==> src/shared/cckr_pkg.sv <==
package cckr_pkg;

    // Bus geometry
    localparam int ADDR_W = 12;
    localparam int DATA_W = 32;

    // Map bases: direct map, indirect map, extra block registers
    localparam logic [11:0] DIR_BASE = 12'h000;
    localparam logic [11:0] IND_BASE = 12'h400;
    localparam logic [11:0] EXT_BASE = 12'h800;

    // Register indices as printed
    localparam logic [9:0] IDX_CURSOR_MODE_DIRECT = 10'h009;
    localparam logic [9:0] IDX_CURSOR_X_LOW = 10'h00C;
    localparam logic [9:0] IDX_CURSOR_X_HIGH = 10'h00D;
    localparam logic [9:0] IDX_CURSOR_Y_LOW = 10'h00E;
    localparam logic [9:0] IDX_CURSOR_Y_HIGH = 10'h00F;
    localparam logic [9:0] IDX_CURSOR_CTL_INDIRECT = 10'h006;
    localparam logic [9:0] IDX_KEY_AND_ZOOM_CONTROL = 10'h038;
    localparam logic [9:0] IDX_CURSOR_RAM_ADDR_LOW = 10'h000;
    localparam logic [9:0] IDX_BLOCK_STATUS = 10'h001;

    // Byte addresses
    localparam logic [11:0] A_CURSOR_MODE_DIRECT = DIR_BASE + {IDX_CURSOR_MODE_DIRECT, 2'b00};
    localparam logic [11:0] A_CURSOR_X_LOW = DIR_BASE + {IDX_CURSOR_X_LOW, 2'b00};
    localparam logic [11:0] A_CURSOR_X_HIGH = DIR_BASE + {IDX_CURSOR_X_HIGH, 2'b00};
    localparam logic [11:0] A_CURSOR_Y_LOW = DIR_BASE + {IDX_CURSOR_Y_LOW, 2'b00};
    localparam logic [11:0] A_CURSOR_Y_HIGH = DIR_BASE + {IDX_CURSOR_Y_HIGH, 2'b00};
    localparam logic [11:0] A_CURSOR_CTL_INDIRECT = IND_BASE + {IDX_CURSOR_CTL_INDIRECT, 2'b00};
    localparam logic [11:0] A_KEY_AND_ZOOM_CONTROL = IND_BASE + {IDX_KEY_AND_ZOOM_CONTROL, 2'b00};
    localparam logic [11:0] A_CURSOR_RAM_ADDR_LOW = EXT_BASE + {IDX_CURSOR_RAM_ADDR_LOW, 2'b00};
    localparam logic [11:0] A_BLOCK_STATUS = EXT_BASE + {IDX_BLOCK_STATUS, 2'b00};

    // Reset values
    localparam logic [1:0] RST_CURSOR_MODE_DIRECT = 2'h0;
    localparam logic [7:0] RST_CURSOR_CTL_INDIRECT = 8'h00;
    localparam logic [7:0] RST_KEY_AND_ZOOM_CONTROL = 8'h10;
    localparam logic [7:0] RST_CURSOR_RAM_ADDR_LOW = 8'h00;
    localparam logic [11:0] RST_CURSOR_POS = 12'h000;

    // Cursor mode codes
    localparam logic [1:0] CUR_MODE_OFF = 2'h0;
    localparam logic [1:0] CUR_MODE_THREE_COLOUR = 2'h1;
    localparam logic [1:0] CUR_MODE_WIDE_STYLE = 2'h2;
    localparam logic [1:0] CUR_MODE_WINDOWS_STYLE = 2'h3;

    // Field positions
    localparam int CMODE_LSB = 0;
    localparam int CSRC_BIT = 7;
    localparam int CRAM_HI_LSB = 2;
    localparam int ZOOM_LSB = 5;
    localparam int KEY_POL_BIT = 4;
    localparam int POS_LOW_W = 8;
    localparam int POS_HIGH_W = 4;
    localparam int POS_W = 12;

    // Zoom codes
    localparam logic [2:0] ZOOM_MAX_CODE = 3'h5;
    localparam logic [2:0] ZOOM_ONE = 3'h0;

    // APB answers
    localparam logic [31:0] RDATA_NONE = 32'h0000_0000;

    typedef logic [2:0] cckr_zoom_code_t;

endpackage

==> src/shared/cckr_zoom_if.sv <==
`timescale 1ns/1ps
interface cckr_zoom_if;
    import cckr_pkg::*;

    cckr_zoom_code_t zoom_code;
    logic vga_path;
    logic pix_tick;
    logic load_en;
    cckr_zoom_code_t zoom_shift;

    modport cfg (
        output zoom_code,
        output vga_path,
        output pix_tick,
        input load_en,
        input zoom_shift
    );

    modport zoom (
        input zoom_code,
        input vga_path,
        input pix_tick,
        output load_en,
        output zoom_shift
    );
endinterface

==> src/design/cckr_zoom.sv <==
`timescale 1ns/1ps
module cckr_zoom
    import cckr_pkg::*;
(
    // Clock and reset
    input wire logic pclk,
    input wire logic presetn,
    // Zoom link
    cckr_zoom_if.zoom zif
);

    typedef struct packed {
        cckr_zoom_code_t shift;
        logic [4:0] cnt;
        logic load_en;
    } cckr_zoom_st_t;

    cckr_zoom_st_t st_r;
    cckr_zoom_st_t st_nxt;
    cckr_zoom_code_t shift_dec;
    logic [4:0] lim;

    always_comb begin
        // Undefined codes fall back to unity
        if (zif.zoom_code > ZOOM_MAX_CODE) begin
            shift_dec = ZOOM_ONE;
        end else begin
            shift_dec = zif.zoom_code;
        end
        // Legacy input path never zoomed
        if (zif.vga_path) begin
            shift_dec = ZOOM_ONE;
        end
        lim = 5'((6'h01 << shift_dec) - 6'h01);
        st_nxt = st_r;
        st_nxt.load_en = 1'b0;
        st_nxt.shift = shift_dec;
        if (shift_dec != st_r.shift) begin
            st_nxt.cnt = 5'h00;
        end else if (zif.pix_tick) begin
            // One load per factor of input ticks
            if (st_r.cnt >= lim) begin
                st_nxt.cnt = 5'h00;
                st_nxt.load_en = 1'b1;
            end else begin
                st_nxt.cnt = st_r.cnt + 5'h01;
            end
        end
    end

    always_ff @(posedge pclk or negedge presetn) begin
        if (!presetn) begin
            st_r <= '0;
        end else begin
            st_r <= st_nxt;
        end
    end

    assign zif.load_en = st_r.load_en;
    assign zif.zoom_shift = st_r.shift;

endmodule

==> src/design/cckr_regs.sv <==
`timescale 1ns/1ps
module cckr_regs
    import cckr_pkg::*;
(
    // Clock and reset
    input wire logic pclk,
    input wire logic presetn,
    // APB slave
    input wire logic psel,
    input wire logic penable,
    input wire logic pwrite,
    input wire logic [ADDR_W-1:0] paddr,
    input wire logic [DATA_W-1:0] pwdata,
    output logic [DATA_W-1:0] prdata,
    output logic pready,
    output logic pslverr,
    // Pixel path
    input wire logic pixel_tick,
    input wire logic vga_path_sel,
    output logic pixel_load_en,
    output logic [2:0] zoom_shift,
    // Cursor outputs
    output logic [1:0] cursor_mode,
    output logic cursor_visible,
    output logic [POS_W-1:0] cursor_lr_x,
    output logic [POS_W-1:0] cursor_lr_y,
    output logic [9:0] cursor_ram_addr,
    // Colour key outputs
    output logic key_polarity,
    output logic [3:0] compare_en
);

    typedef struct packed {
        logic [1:0] dcc_mode;
        logic [7:0] ccr;
        logic [7:0] ram_lo;
        logic [POS_W-1:0] pos_x;
        logic [POS_W-1:0] pos_y;
        logic [7:0] kzc;
        logic [1:0] mode_eff;
        logic visible;
        logic [9:0] ram_addr;
        logic [DATA_W-1:0] rdata;
        logic ready;
        logic slverr;
    } cckr_regs_st_t;

    cckr_regs_st_t st_r;
    cckr_regs_st_t st_nxt;
    cckr_zoom_if zif ();

    logic setup_ph;
    logic wr_take;
    logic hit;
    logic ro_hit;
    logic [DATA_W-1:0] rd_val;
    logic [7:0] wbyte;

    assign setup_ph = psel && !penable;
    assign wr_take = psel && penable && st_r.ready && pwrite && !st_r.slverr;
    assign wbyte = pwdata[7:0];

    // Read decode
    always_comb begin
        rd_val = RDATA_NONE;
        hit = 1'b1;
        ro_hit = 1'b0;
        if (paddr == A_CURSOR_MODE_DIRECT) begin
            rd_val[1:0] = st_r.dcc_mode;
        end else if (paddr == A_CURSOR_X_LOW) begin
            rd_val[POS_LOW_W-1:0] = st_r.pos_x[POS_LOW_W-1:0];
        end else if (paddr == A_CURSOR_X_HIGH) begin
            rd_val[POS_HIGH_W-1:0] = st_r.pos_x[POS_W-1:POS_LOW_W];
        end else if (paddr == A_CURSOR_Y_LOW) begin
            rd_val[POS_LOW_W-1:0] = st_r.pos_y[POS_LOW_W-1:0];
        end else if (paddr == A_CURSOR_Y_HIGH) begin
            rd_val[POS_HIGH_W-1:0] = st_r.pos_y[POS_W-1:POS_LOW_W];
        end else if (paddr == A_CURSOR_CTL_INDIRECT) begin
            rd_val[7:0] = st_r.ccr;
        end else if (paddr == A_KEY_AND_ZOOM_CONTROL) begin
            rd_val[7:0] = st_r.kzc;
        end else if (paddr == A_CURSOR_RAM_ADDR_LOW) begin
            rd_val[7:0] = st_r.ram_lo;
        end else if (paddr == A_BLOCK_STATUS) begin
            rd_val[1:0] = st_r.mode_eff;
            rd_val[2] = st_r.visible;
            rd_val[5:3] = zif.zoom_shift;
            rd_val[15:6] = st_r.ram_addr;
            ro_hit = 1'b1;
        end else begin
            hit = 1'b0;
        end
    end

    // Next state
    always_comb begin
        st_nxt = st_r;
        // Zero wait: ready in the first access cycle
        st_nxt.ready = setup_ph;
        if (setup_ph) begin
            st_nxt.rdata = pwrite ? RDATA_NONE : rd_val;
            st_nxt.slverr = !hit || (pwrite && ro_hit);
        end else if (psel && penable && st_r.ready) begin
            st_nxt.rdata = RDATA_NONE;
            st_nxt.slverr = 1'b0;
        end
        // Writes take effect at the completing edge, no display wait
        if (wr_take) begin
            if (paddr == A_CURSOR_MODE_DIRECT) begin
                st_nxt.dcc_mode = wbyte[CMODE_LSB +: 2];
            end else if (paddr == A_CURSOR_X_LOW) begin
                st_nxt.pos_x[POS_LOW_W-1:0] = wbyte;
            end else if (paddr == A_CURSOR_X_HIGH) begin
                st_nxt.pos_x[POS_W-1:POS_LOW_W] = wbyte[POS_HIGH_W-1:0];
            end else if (paddr == A_CURSOR_Y_LOW) begin
                st_nxt.pos_y[POS_LOW_W-1:0] = wbyte;
            end else if (paddr == A_CURSOR_Y_HIGH) begin
                st_nxt.pos_y[POS_W-1:POS_LOW_W] = wbyte[POS_HIGH_W-1:0];
            end else if (paddr == A_CURSOR_CTL_INDIRECT) begin
                st_nxt.ccr = wbyte;
            end else if (paddr == A_KEY_AND_ZOOM_CONTROL) begin
                st_nxt.kzc = wbyte;
            end else if (paddr == A_CURSOR_RAM_ADDR_LOW) begin
                st_nxt.ram_lo = wbyte;
            end
        end
        // Effective cursor mode source
        if (st_nxt.ccr[CSRC_BIT]) begin
            st_nxt.mode_eff = st_nxt.dcc_mode;
        end else begin
            st_nxt.mode_eff = st_nxt.ccr[CMODE_LSB +: 2];
        end
        // Zero in either coordinate parks the cursor off screen
        st_nxt.visible = (st_nxt.mode_eff != CUR_MODE_OFF)
            && (st_nxt.pos_x != RST_CURSOR_POS)
            && (st_nxt.pos_y != RST_CURSOR_POS);
        st_nxt.ram_addr = {st_nxt.ccr[CRAM_HI_LSB +: 2], st_nxt.ram_lo};
    end

    always_ff @(posedge pclk or negedge presetn) begin
        if (!presetn) begin
            st_r <= '0;
            st_r.dcc_mode <= RST_CURSOR_MODE_DIRECT;
            st_r.ccr <= RST_CURSOR_CTL_INDIRECT;
            st_r.ram_lo <= RST_CURSOR_RAM_ADDR_LOW;
            st_r.pos_x <= RST_CURSOR_POS;
            st_r.pos_y <= RST_CURSOR_POS;
            st_r.kzc <= RST_KEY_AND_ZOOM_CONTROL;
            st_r.mode_eff <= CUR_MODE_OFF;
        end else begin
            st_r <= st_nxt;
        end
    end

    // Zoom divider link
    assign zif.zoom_code = st_r.kzc[ZOOM_LSB +: 3];
    assign zif.vga_path = vga_path_sel;
    assign zif.pix_tick = pixel_tick;

    cckr_zoom u_zoom (
        .pclk(pclk),
        .presetn(presetn),
        .zif(zif)
    );

    // Outputs
    assign prdata = st_r.rdata;
    assign pready = st_r.ready;
    assign pslverr = st_r.slverr;
    assign pixel_load_en = zif.load_en;
    assign zoom_shift = zif.zoom_shift;
    assign cursor_mode = st_r.mode_eff;
    assign cursor_visible = st_r.visible;
    // Stored values are the lower right corner coordinate
    assign cursor_lr_x = st_r.pos_x;
    assign cursor_lr_y = st_r.pos_y;
    assign cursor_ram_addr = st_r.ram_addr;
    assign key_polarity = st_r.kzc[KEY_POL_BIT];
    assign compare_en = st_r.kzc[3:0];

endmodule

==> config.mk <==
export PLATFORM = sky130hd
export DESIGN_NAME = cckr_regs
export DESIGN_NICKNAME = d
export VERILOG_FILES = /design/src/shared/cckr_pkg.sv /design/src/shared/cckr_zoom_if.sv /design/src/design/cckr_zoom.sv /design/src/design/cckr_regs.sv
export SDC_FILE = /design/constraint.sdc
export NUM_CORES = 1
export LEC_CHECK = 0
export BUFFER_PORTS_ARGS = -buffer_cell sky130_fd_sc_hd__buf_2
export CAP_MARGIN = 10
export CORE_MARGIN = 2
export CORE_UTILIZATION = 53
export CTS_CLUSTER_SIZE = 20
export DETAILED_ROUTE_END_ITERATION = 10
export PLACE_DENSITY = 0.93
export SETUP_SLACK_MARGIN = 0.5
export SLEW_MARGIN = 5
export SYNTH_ARGS = -nofsm -noshare
export SYNTH_HDL_FRONTEND = slang
export SYNTH_HIERARCHICAL = 1
export SYNTH_SLANG_ARGS = --single-unit
export TNS_END_PERCENT = 30
==> constraint.sdc <==
create_clock -name pclk -period 2.7 [get_ports pclk]
set_input_delay 0.135 -clock pclk [delete_from_list [all_inputs] [get_ports pclk]]
set_output_delay 0.135 -clock pclk [all_outputs]
set_load 0.02 [all_outputs]
[Yosys cells after proc, flatten, opt, wreduce, memory -nomap -nowiden]
Index checks and enable logic that the tools add are counted.
Storage, ports and cells
  logic and storage cells: 142
  bits in registers: 106
  bits in writable memories: 0
  ROM bits: 0
  bits of input ports: 51
  bits in latches: 0
  memories: 0
  output and inout bits: 80
Operators by class
  shifts and indexed selects: 1
  multiply operators: 0
  order comparisons: 2
  equality and inequality tests: 10
  div/mod/pow operators: 0
  reduce and logical (&&, ||, !) cells: 19
  bitwise operators: 6
  multiplexer cells: 86
  add/subtract/negate cells: 2
Operator list (count)
  $mux W16: 13
  $mux W8: 25
  $mux W12: 6
  $mux W32: 2
  $eq A12 B6 Y1 const B: 5
  $mux W20: 3
  $mux W50: 1
  $mux W48: 1
  $eq A12 B11 Y1 const B: 2
  $eq A12 B12 Y1 const B: 2
  $reduce_bool A12 Y1: 2
  $mux W1: 21
  $mux W4: 5
  $mux W14: 1
  $mux W5: 2
  $logic_and A1 B1 Y1: 8
  $reduce_and A8 Y1: 1
  $reduce_and A7 Y1: 1
  $mux W2: 3
  $mux W3: 2
  $mux W6: 1
  $not A1 Y1: 6
  $reduce_bool A2 Y1: 3
  $add A5 B1 Y5 const B: 1
  other kinds (7): 9

[Logic depth before layout (Yosys ltp)]
Gate-level depths: netlist of run 1.
  depth in word-level cells: 29
  depth in mapped cells: 11
  gate-level depth less buffers: 11

[Modules after synthesis]
The synthesis of run 1 kept the hierarchy.
Modules (own cells, without submodules)
  cckr_regs: cells an instance 384, sequential area each 1778.0 um2, area each 4122.7 um2, times used 1
  cckr_zoom: cells an instance 74, sequential area each 225.2 um2, area each 706.9 um2, times used 1

[Worst setup path before layout of run 1]
OpenSTA, ideal clock, no wires.
  path type: flip-flop to flip-flop
  start: register st_r[54] in the netlist's numbering
  end: register u_zoom/st_r[4] in the netlist's numbering
  arrival time: 2.316 ns
  buffers on the path: 0
  cell stages (with the launch flop): 11
  period minus slack after synthesis: 2.394 ns
  setup time: 0.078 ns
  setup slack: 0.306 ns
  required time: 2.622 ns
  cells stage by stage: dfrtp_1 or3b_4 nand3_1 ha_1 nand2_1 xor2_1 ha_1 a21o_1 a31oi_4 a31oi_1 a21oi_1
On the way
  word-level cells in the longest chain between the ends: 9
  elaborated cells between the ends (all ways): 11
  those cells by class: add/sub (1); order compare (2); eq/ne (1); shift (1); mux (5); reduce/logical (1)
Ends and longest elaborated chain
  start, declared: line cckr_regs.sv:48  | cckr_regs_st_t st_r;
  start signal, assigned: line cckr_regs.sv:151  | st_r <= st_nxt;
  $gt A3 B3 Y1: line cckr_zoom.sv:25  | if (zif.zoom_code > ZOOM_MAX_CODE) begin
  $mux W3 *: line cckr_zoom.sv:25
  $mux W3 *: line cckr_zoom.sv:31  | if (zif.vga_path) begin
  $shl A1 B3 Y5: line cckr_zoom.sv:34  | lim = 5'((6'h01 << shift_dec) - 6'h01);
  $sub A5 B1 Y5: line cckr_zoom.sv:34
  $ge A5 B5 Y1: line cckr_zoom.sv:42  | if (st_r.cnt >= lim) begin
  $mux W5: line cckr_zoom.sv:42
  $mux W6: line cckr_zoom.sv:40  | end else if (zif.pix_tick) begin
  $mux W5: line cckr_zoom.sv:38  | if (shift_dec != st_r.shift) begin
  end signal, assigned: line cckr_zoom.sv:55  | st_r <= st_nxt;
  end, declared: line cckr_zoom.sv:18  | cckr_zoom_st_t st_r;
Every way passes the cells marked *; elsewhere a longest branch is shown, timed or not. The select of a mux whose other input is x is not followed.
A chain may end at the register's enable or synchronous reset.

[Worst setup path in the final report of run 1]
  start: register st_r[53] in the netlist's numbering
  end: register u_zoom/st_r[3] in the netlist's numbering
Same word-level chain as after synthesis.

==> flow_summary.yaml, run 1 <==
pwr:
  ir_worst_vdd_v: 0.000278
  clock_power_share_pct: 41.6
  p_comb_share_pct: 6.8
  p_switching_mw: 0.539
  pwr-share-seq_pct: 51.7
  p_per_area_nw_per_um2: 444
  internal-power_mw: 1.79
  switching_share_pct: 23.1
  leakagePower_nw: 2.70
sta:
  tightest_slew_ps: 1010
  relSlewSlack_pct: 32.7
  tns_ps: 0
  max_freq_mhz: 410
  layout_setup_ws_ps: 261
  rsz0062_at_grt: "true"
  hold_violations: 0
  report.final.setup_viol: 0
  slew_viol_final: 0
  post-route-min-period_ps: 2440
  clock_skew_ps: 12.1
  timing.final.crit_share_pct: 90.3
floorplanning:
  die_x_um: 99.5
  core_um2: 8760
  rows: 34
  die_h_um: 99.5
  initial_core_util_pct: 55.1
  design.portCount: 131
  die_area_um2: 9890
status:
  status: "complete, no violations"
placed_design:
  dp_hpwl_um: 9270
  pre_cts_ws_ps: 132
  gp_congestion: 0.952
  portBuffers: 90
worst_setup_path:
  cp_max_fo: 4
  cp.arrival_ps: 2730
  path_class: "register to register"
  worstSetupEndpointType: "register"
  reg2reg_slack_ps: 260
  cp-start-kind: "register"
  required_ps: 2990
layout:
  seqCellArea_um2: 2000
  final_util_pct: 59.8
  multi_input_area_um2: 2280
  num-fill-cells: 731
  fin_nets: 562
  drive_gt1_share_pct: 38.9
  diodes: 0
  syn2layout_area_growth_pct: 8.47
clocking:
  cts.sinks: 80
  cts_tree: "built"
  clk_latency_ps: 360
  root_buffer: "clkbuf_8"
  clk_pin_slew_ps: 90
  clock_path_buffers: 2
  htree_num_levels: 3
  cts_buffers: 9
global_routing:
  track_usage_pct: 25.8
  grt_max_degree: 81
  grt_first_pass_wirelength_um: 19700
  antenna_found_initial: 0
  grt-ovfl-total: 0
  first_global_vias: 3754
route:
  drt-met1-wl_um: 4890
  drt_iter0_markers: 438
  ant_nets: 0
  drc: 0
  dr.max_layer_used: "met4"
  wl_met2_um: 6240
  routed_wl_um: 12600
  vias: 3820
  dr.pass1.iters: 5
  wl_met3_um: 1200
  vias_per_cell: 6.19
  wire_per_inst_um: 20.5
logic_synthesis:
  synth_ff_type: "dfrtp_1"
  syn_avg_cell_area_um2: 10.5
  synth.distinct_cells: 78
  yosysSeqAreaShare_pct: 41.5
  ys_ff_latch: 80
  synth_edf_count: 0
  async_flop_share_pct: 100
  synthCells: 458
  yosysWarnings: 6
  syn_area_um2: 4830
hold_path:
  hold_class: "primary input to register"
run:
  cap_violations: 0
## power by group through the flow
stage	Combinational, mW	Clock, mW	Sequential [mW]
2_1_floorplan	0.0831	0	1.23
3_3_place_gp	0.147	0	1.23
3_5_place_dp	0.153	0	1.23
4_1_cts	0.155	0.992	1.20
5_1_grt	0.171	1.04	1.20
6_report	0.157	0.967	1.20
## repair_timing
action                                 in CTS  in global routing
gates resized for setup                     1                  4
buffers inserted                            7                  1
setup endpoints to repair                   6                 22
hold buffers                                2                  0
pin swaps                                   3                  2
endpoints found under the hold margin      80                  0
## final cells by class
class / instances / share of cell area (%)
multi-input cells: 301 / 43.6
repair buffers: 106 / 11.0
inverters: 6 / 0.454
flip-flops and latches: 80 / 38.3
clock buffers: 13 / 2.84
well taps: 108 / 2.58
clock inverters: 3 / 1.24
## path summary, 6_finish.rpt
check / cells after the start / from / end
max: 11 / st_r[53] / u_zoom/st_r[3]
min: 3 / pwdata[6] / cursor_ram_addr[6]
max reg2reg: 11 / st_r[53] / u_zoom/st_r[3]
min reg2reg: 2 / prdata[2] / prdata[2]
max in group asynchronous: 2 / presetn / st_r[54]
min in group asynchronous: 2 / presetn / prdata[8]
## flip-flops by register name, indices dropped and copies added, names as in the netlist, 3 cells and up
name                   count
cursor_lr_y               12
prdata                    16
cursor_ram_addr            9
cursor_lr_x               12
compare_en                 4
st_r                      12
u_zoom/st_r                5
u_zoom/zif.zoom_shift      3
## cell families (layout without fill, tap and decap cells)
| logic type | Yosys count | count (layout) | share of synthesized area, % |
|---|---|---|---|
| AO/OA/AOI/OAI | 93 | 93 | 15.1 |
| XOR/XNOR | 4 | 4 | 0.726 |
| adder cells (fa/ha/maj) | 7 | 7 | 1.81 |
| buffers and inverters | 92 | 128 | 13.2 |
| flip-flops | 80 | 80 | 41.5 |
| multiplexers | 46 | 46 | 10.7 |
| other | 1 | 16 | 0.0776 |
| AND/OR/NAND/NOR | 135 | 135 | 16.9 |
## stage by stage
| stage | cells | area (um^2) | hold slack (ps) | power [mW] |
|---|---|---|---|---|
| after floorplan | 473 | 4910 | -161 | 1.31 |
| after global placement | 591 | 4930 | 333 | 1.37 |
| after detailed placement | 591 | 4930 | 351 | 1.38 |
| after CTS | 616 | 5220 | 47.9 | 2.35 |
| after global routing | 617 | 5240 | 82.3 | 2.41 |
| final | 617 | 5240 | 70.4 | 2.33 |
## worst max-delay path: stages, from the launching register on
cell and delay [ps]:
dfrtp_1 420, buf_4 150, nor2_2 120, nand3b_1 170
ha_4 220, xnor2_1 120, ha_1 300, a21oi_2 140
o21ai_2 100, a2111oi_2 360, o21ai_1 120, a21oi_2 150
## synthesized netlist by cell type, types with 4 or more instances
master,n,area (um^2)
a22oi_1,12,90.1
a21oi_1,6,30.0
mux2i_1,4,40.0
nand4_1,5,31.3
o22ai_1,6,37.5
a22o_1,12,105
dfrtp_1,79,1980
o21ai_0,12,60.1
ha_1,7,87.6
nand2_1,32,120
inv_1,5,18.8
mux2_2,41,462
a31oi_1,6,37.5
o221ai_1,4,35.0
nor2b_1,8,50.1
nand2b_1,4,25.0
nor3_1,6,30.0
nor4_1,8,50.1
o21ai_1,4,20.0
nor2_1,16,60.1
nand3_1,19,95.1
buf_4,76,571
and2_1,4,25.0
clkbuf_1,6,22.5
## layout by cell type, fill, tap and decap left out, drive strengths merged, types with 4 or more instances in the layout
cell,instances
a21oi,8
a22o,12
a22oi,12
a31oi,7
and2,5
buf,104
clkbuf,13
conb,16
dfrtp,79
ha,7
inv,5
mux2,41
mux2i,5
nand2,36
nand2b,4
nand3,20
nand4,5
nor2,19
nor2b,10
nor3,8
nor4,9
o21ai,17
o221ai,5
o22ai,6
## metal layers
layer  GRT usage, %  vias to the layer above
met1           32.5                     1857
met5              0                        -
li1               -                     1687
met4           9.17                        0
met3           7.38                       39
met2           42.7                      237
Note: power is estimated with default switching activity, not from simulation.
==> run 2, diff against run 1 <==
SETUP_SLACK_MARGIN = 0.4   (was 0.5)
==> flow_summary.yaml, run 2 (same netlist as run 1, synthesis figures left out) <==
sta:
  report.final.setup_viol: 0
  rsz0062_at_grt: "true"
  hold_violations: 0
  clock_skew_ps: 12.7
  slew_viol_final: 0
  tightest_slew_ps: 1010
  post-route-min-period_ps: 2440
  layout_setup_ws_ps: 260
  max_freq_mhz: 410
  tns_ps: 0
  relSlewSlack_pct: 32.1
  timing.final.crit_share_pct: 90.4
placed_design:
  dp_hpwl_um: 9270
  placed_area_um2: 4930
  gp_congestion: 0.952
  pre_cts_ws_ps: 132
  portBuffers: 90
pwr:
  leakagePower_nw: 2.70
  p_per_area_nw_per_um2: 445
  ir_worst_vdd_v: 0.000279
floorplanning:
  design.portCount: 131
  die_x_um: 99.5
  die_area_um2: 9890
  rows: 34
  initial_core_util_pct: 55.1
  die_h_um: 99.5
  core_um2: 8760
route:
  vias_per_cell: 6.17
  drc: 0
  wire_per_inst_um: 20.4
  routed_wl_um: 12600
  dr.pass1.iters: 5
  vias: 3804
  drt_iter0_markers: 441
  ant_nets: 0
run:
  cap_violations: 0
layout:
  layout_common_cells: "buf_2, dfrtp_1, mux2_2, nand2_1, nand3_1"
  layout_commonest_cell: "buf_2"
  syn2layout_area_growth_pct: 8.47
  num-fill-cells: 731
  fin_nets: 562
  diodes: 0
  drive_gt1_share_pct: 38.9
  largest_reg_flops: 16
  fin_area_um2: 5240
hold_path:
  hold_class: "primary input to register"
  hp-start: "pwdata[6]"
  holdPathStages: 3
  hold_end: "cursor_ram_addr[6]"
worst_setup_path:
  reg2reg_slack_ps: 260
  required_ps: 2990
  cp-start-kind: "register"
  cp.arrival_ps: 2730
  cp_max_fo: 4
  worstSetupEndpointType: "register"
  timing.rr.start: "st_r[53]"
  reg2regPathDepth: 11
  r2r-end: "u_zoom/st_r[3]"
  path_class: "register to register"
clocking:
  cts_buffers: 9
  htree_num_levels: 3
  cts_tree: "built"
  root_buffer: "clkbuf_8"
  clk_pin_slew_ps: 90
  clock_path_buffers: 2
  cts.sinks: 80
  clk_latency_ps: 370
global_routing:
  grt_first_pass_wirelength_um: 19700
  first_global_vias: 3754
  grt-ovfl-total: 0
  antenna_found_initial: 0
  track_usage_pct: 25.8
  grt_max_degree: 81
status:
  status: "complete, no violations"
-- run 2: worst max path at each step --
stage	start	end	slack, ps	cells past startpoint
final	st_r[53]	u_zoom/st_r[3]	260	11
after global routing	st_r[53]	u_zoom/st_r[3]	150	11
after CTS	st_r[54]	u_zoom/st_r[3]	280	10
after detailed placement	st_r[54]	u_zoom/st_r[3]	130	10
after global placement	st_r[54]	u_zoom/st_r[5]	250	10
after floorplan	st_r[54]	u_zoom/st_r[5]	350	10
-- run 2: cell type report --
type | count | area (um^2) | area share (%)
clock buffer | 13 | 149 | 2.84
clock inverter | 3 | 65.1 | 1.24
inverter | 6 | 23.8 | 0.454
multi-input combinational | 301 | 2280 | 43.6
sequential | 80 | 2000 | 38.3
tap | 108 | 135 | 2.58
timing repair buffer | 106 | 578 | 11.0
-- run 2: critical path, cell delays in order (launching register included) --
cell and delay [ps]:
dfrtp_1 420, buf_4 150, nor2_2 120, nand3b_1 170, ha_4 220, xnor2_1 120, ha_1 300, a21oi_2 140
o21ai_2 100, a2111oi_2 360, o21ai_1 120, a21oi_2 150
-- run 2: report_power, final --
group	internal (mW)	switching, mW	leakage [nW]	total [mW]
Combinational	0.0412	0.116	1.49	0.157
Sequential	1.20	0.00203	1.10	1.20
Clock	0.546	0.425	0.108	0.971
-- run 2: routing by layer --
| metal | up-vias | GRT usage (%) | share of wire, % |
|---|---|---|---|
| met3 | 38 | 7.38 | 9.8 |
| met4 | 0 | 9.17 | 2.6 |
| met2 | 235 | 42.7 | 49 |
| met5 | - | 0 | 0 |
| li1 | 1690 | - | - |
| met1 | 1841 | 32.5 | 39 |
-- run 2: timing repair --
| item | 4_1_cts | 5_1_grt |
|---|---|---|
| hold endpoints to repair | 80 | 0 |
| buffers inserted | 7 | 1 |
| endpoints found under the setup margin | 6 | 14 |
| resized for setup | 1 | 4 |
| hold buffers | 2 | 0 |
| pin swaps | 3 | 2 |
-- run 2: stage by stage --
stage	hold slack (ps)	utilization [%]	total power, mW	std cells
3_3_place_gp	333	56.3	1.37	591
6_report	65.3	59.8	2.33	617
2_1_floorplan	-161	-	1.31	473
3_5_place_dp	351	56.3	1.38	591
4_1_cts	47.9	59.6	2.35	616
5_1_grt	82.3	59.8	2.41	617
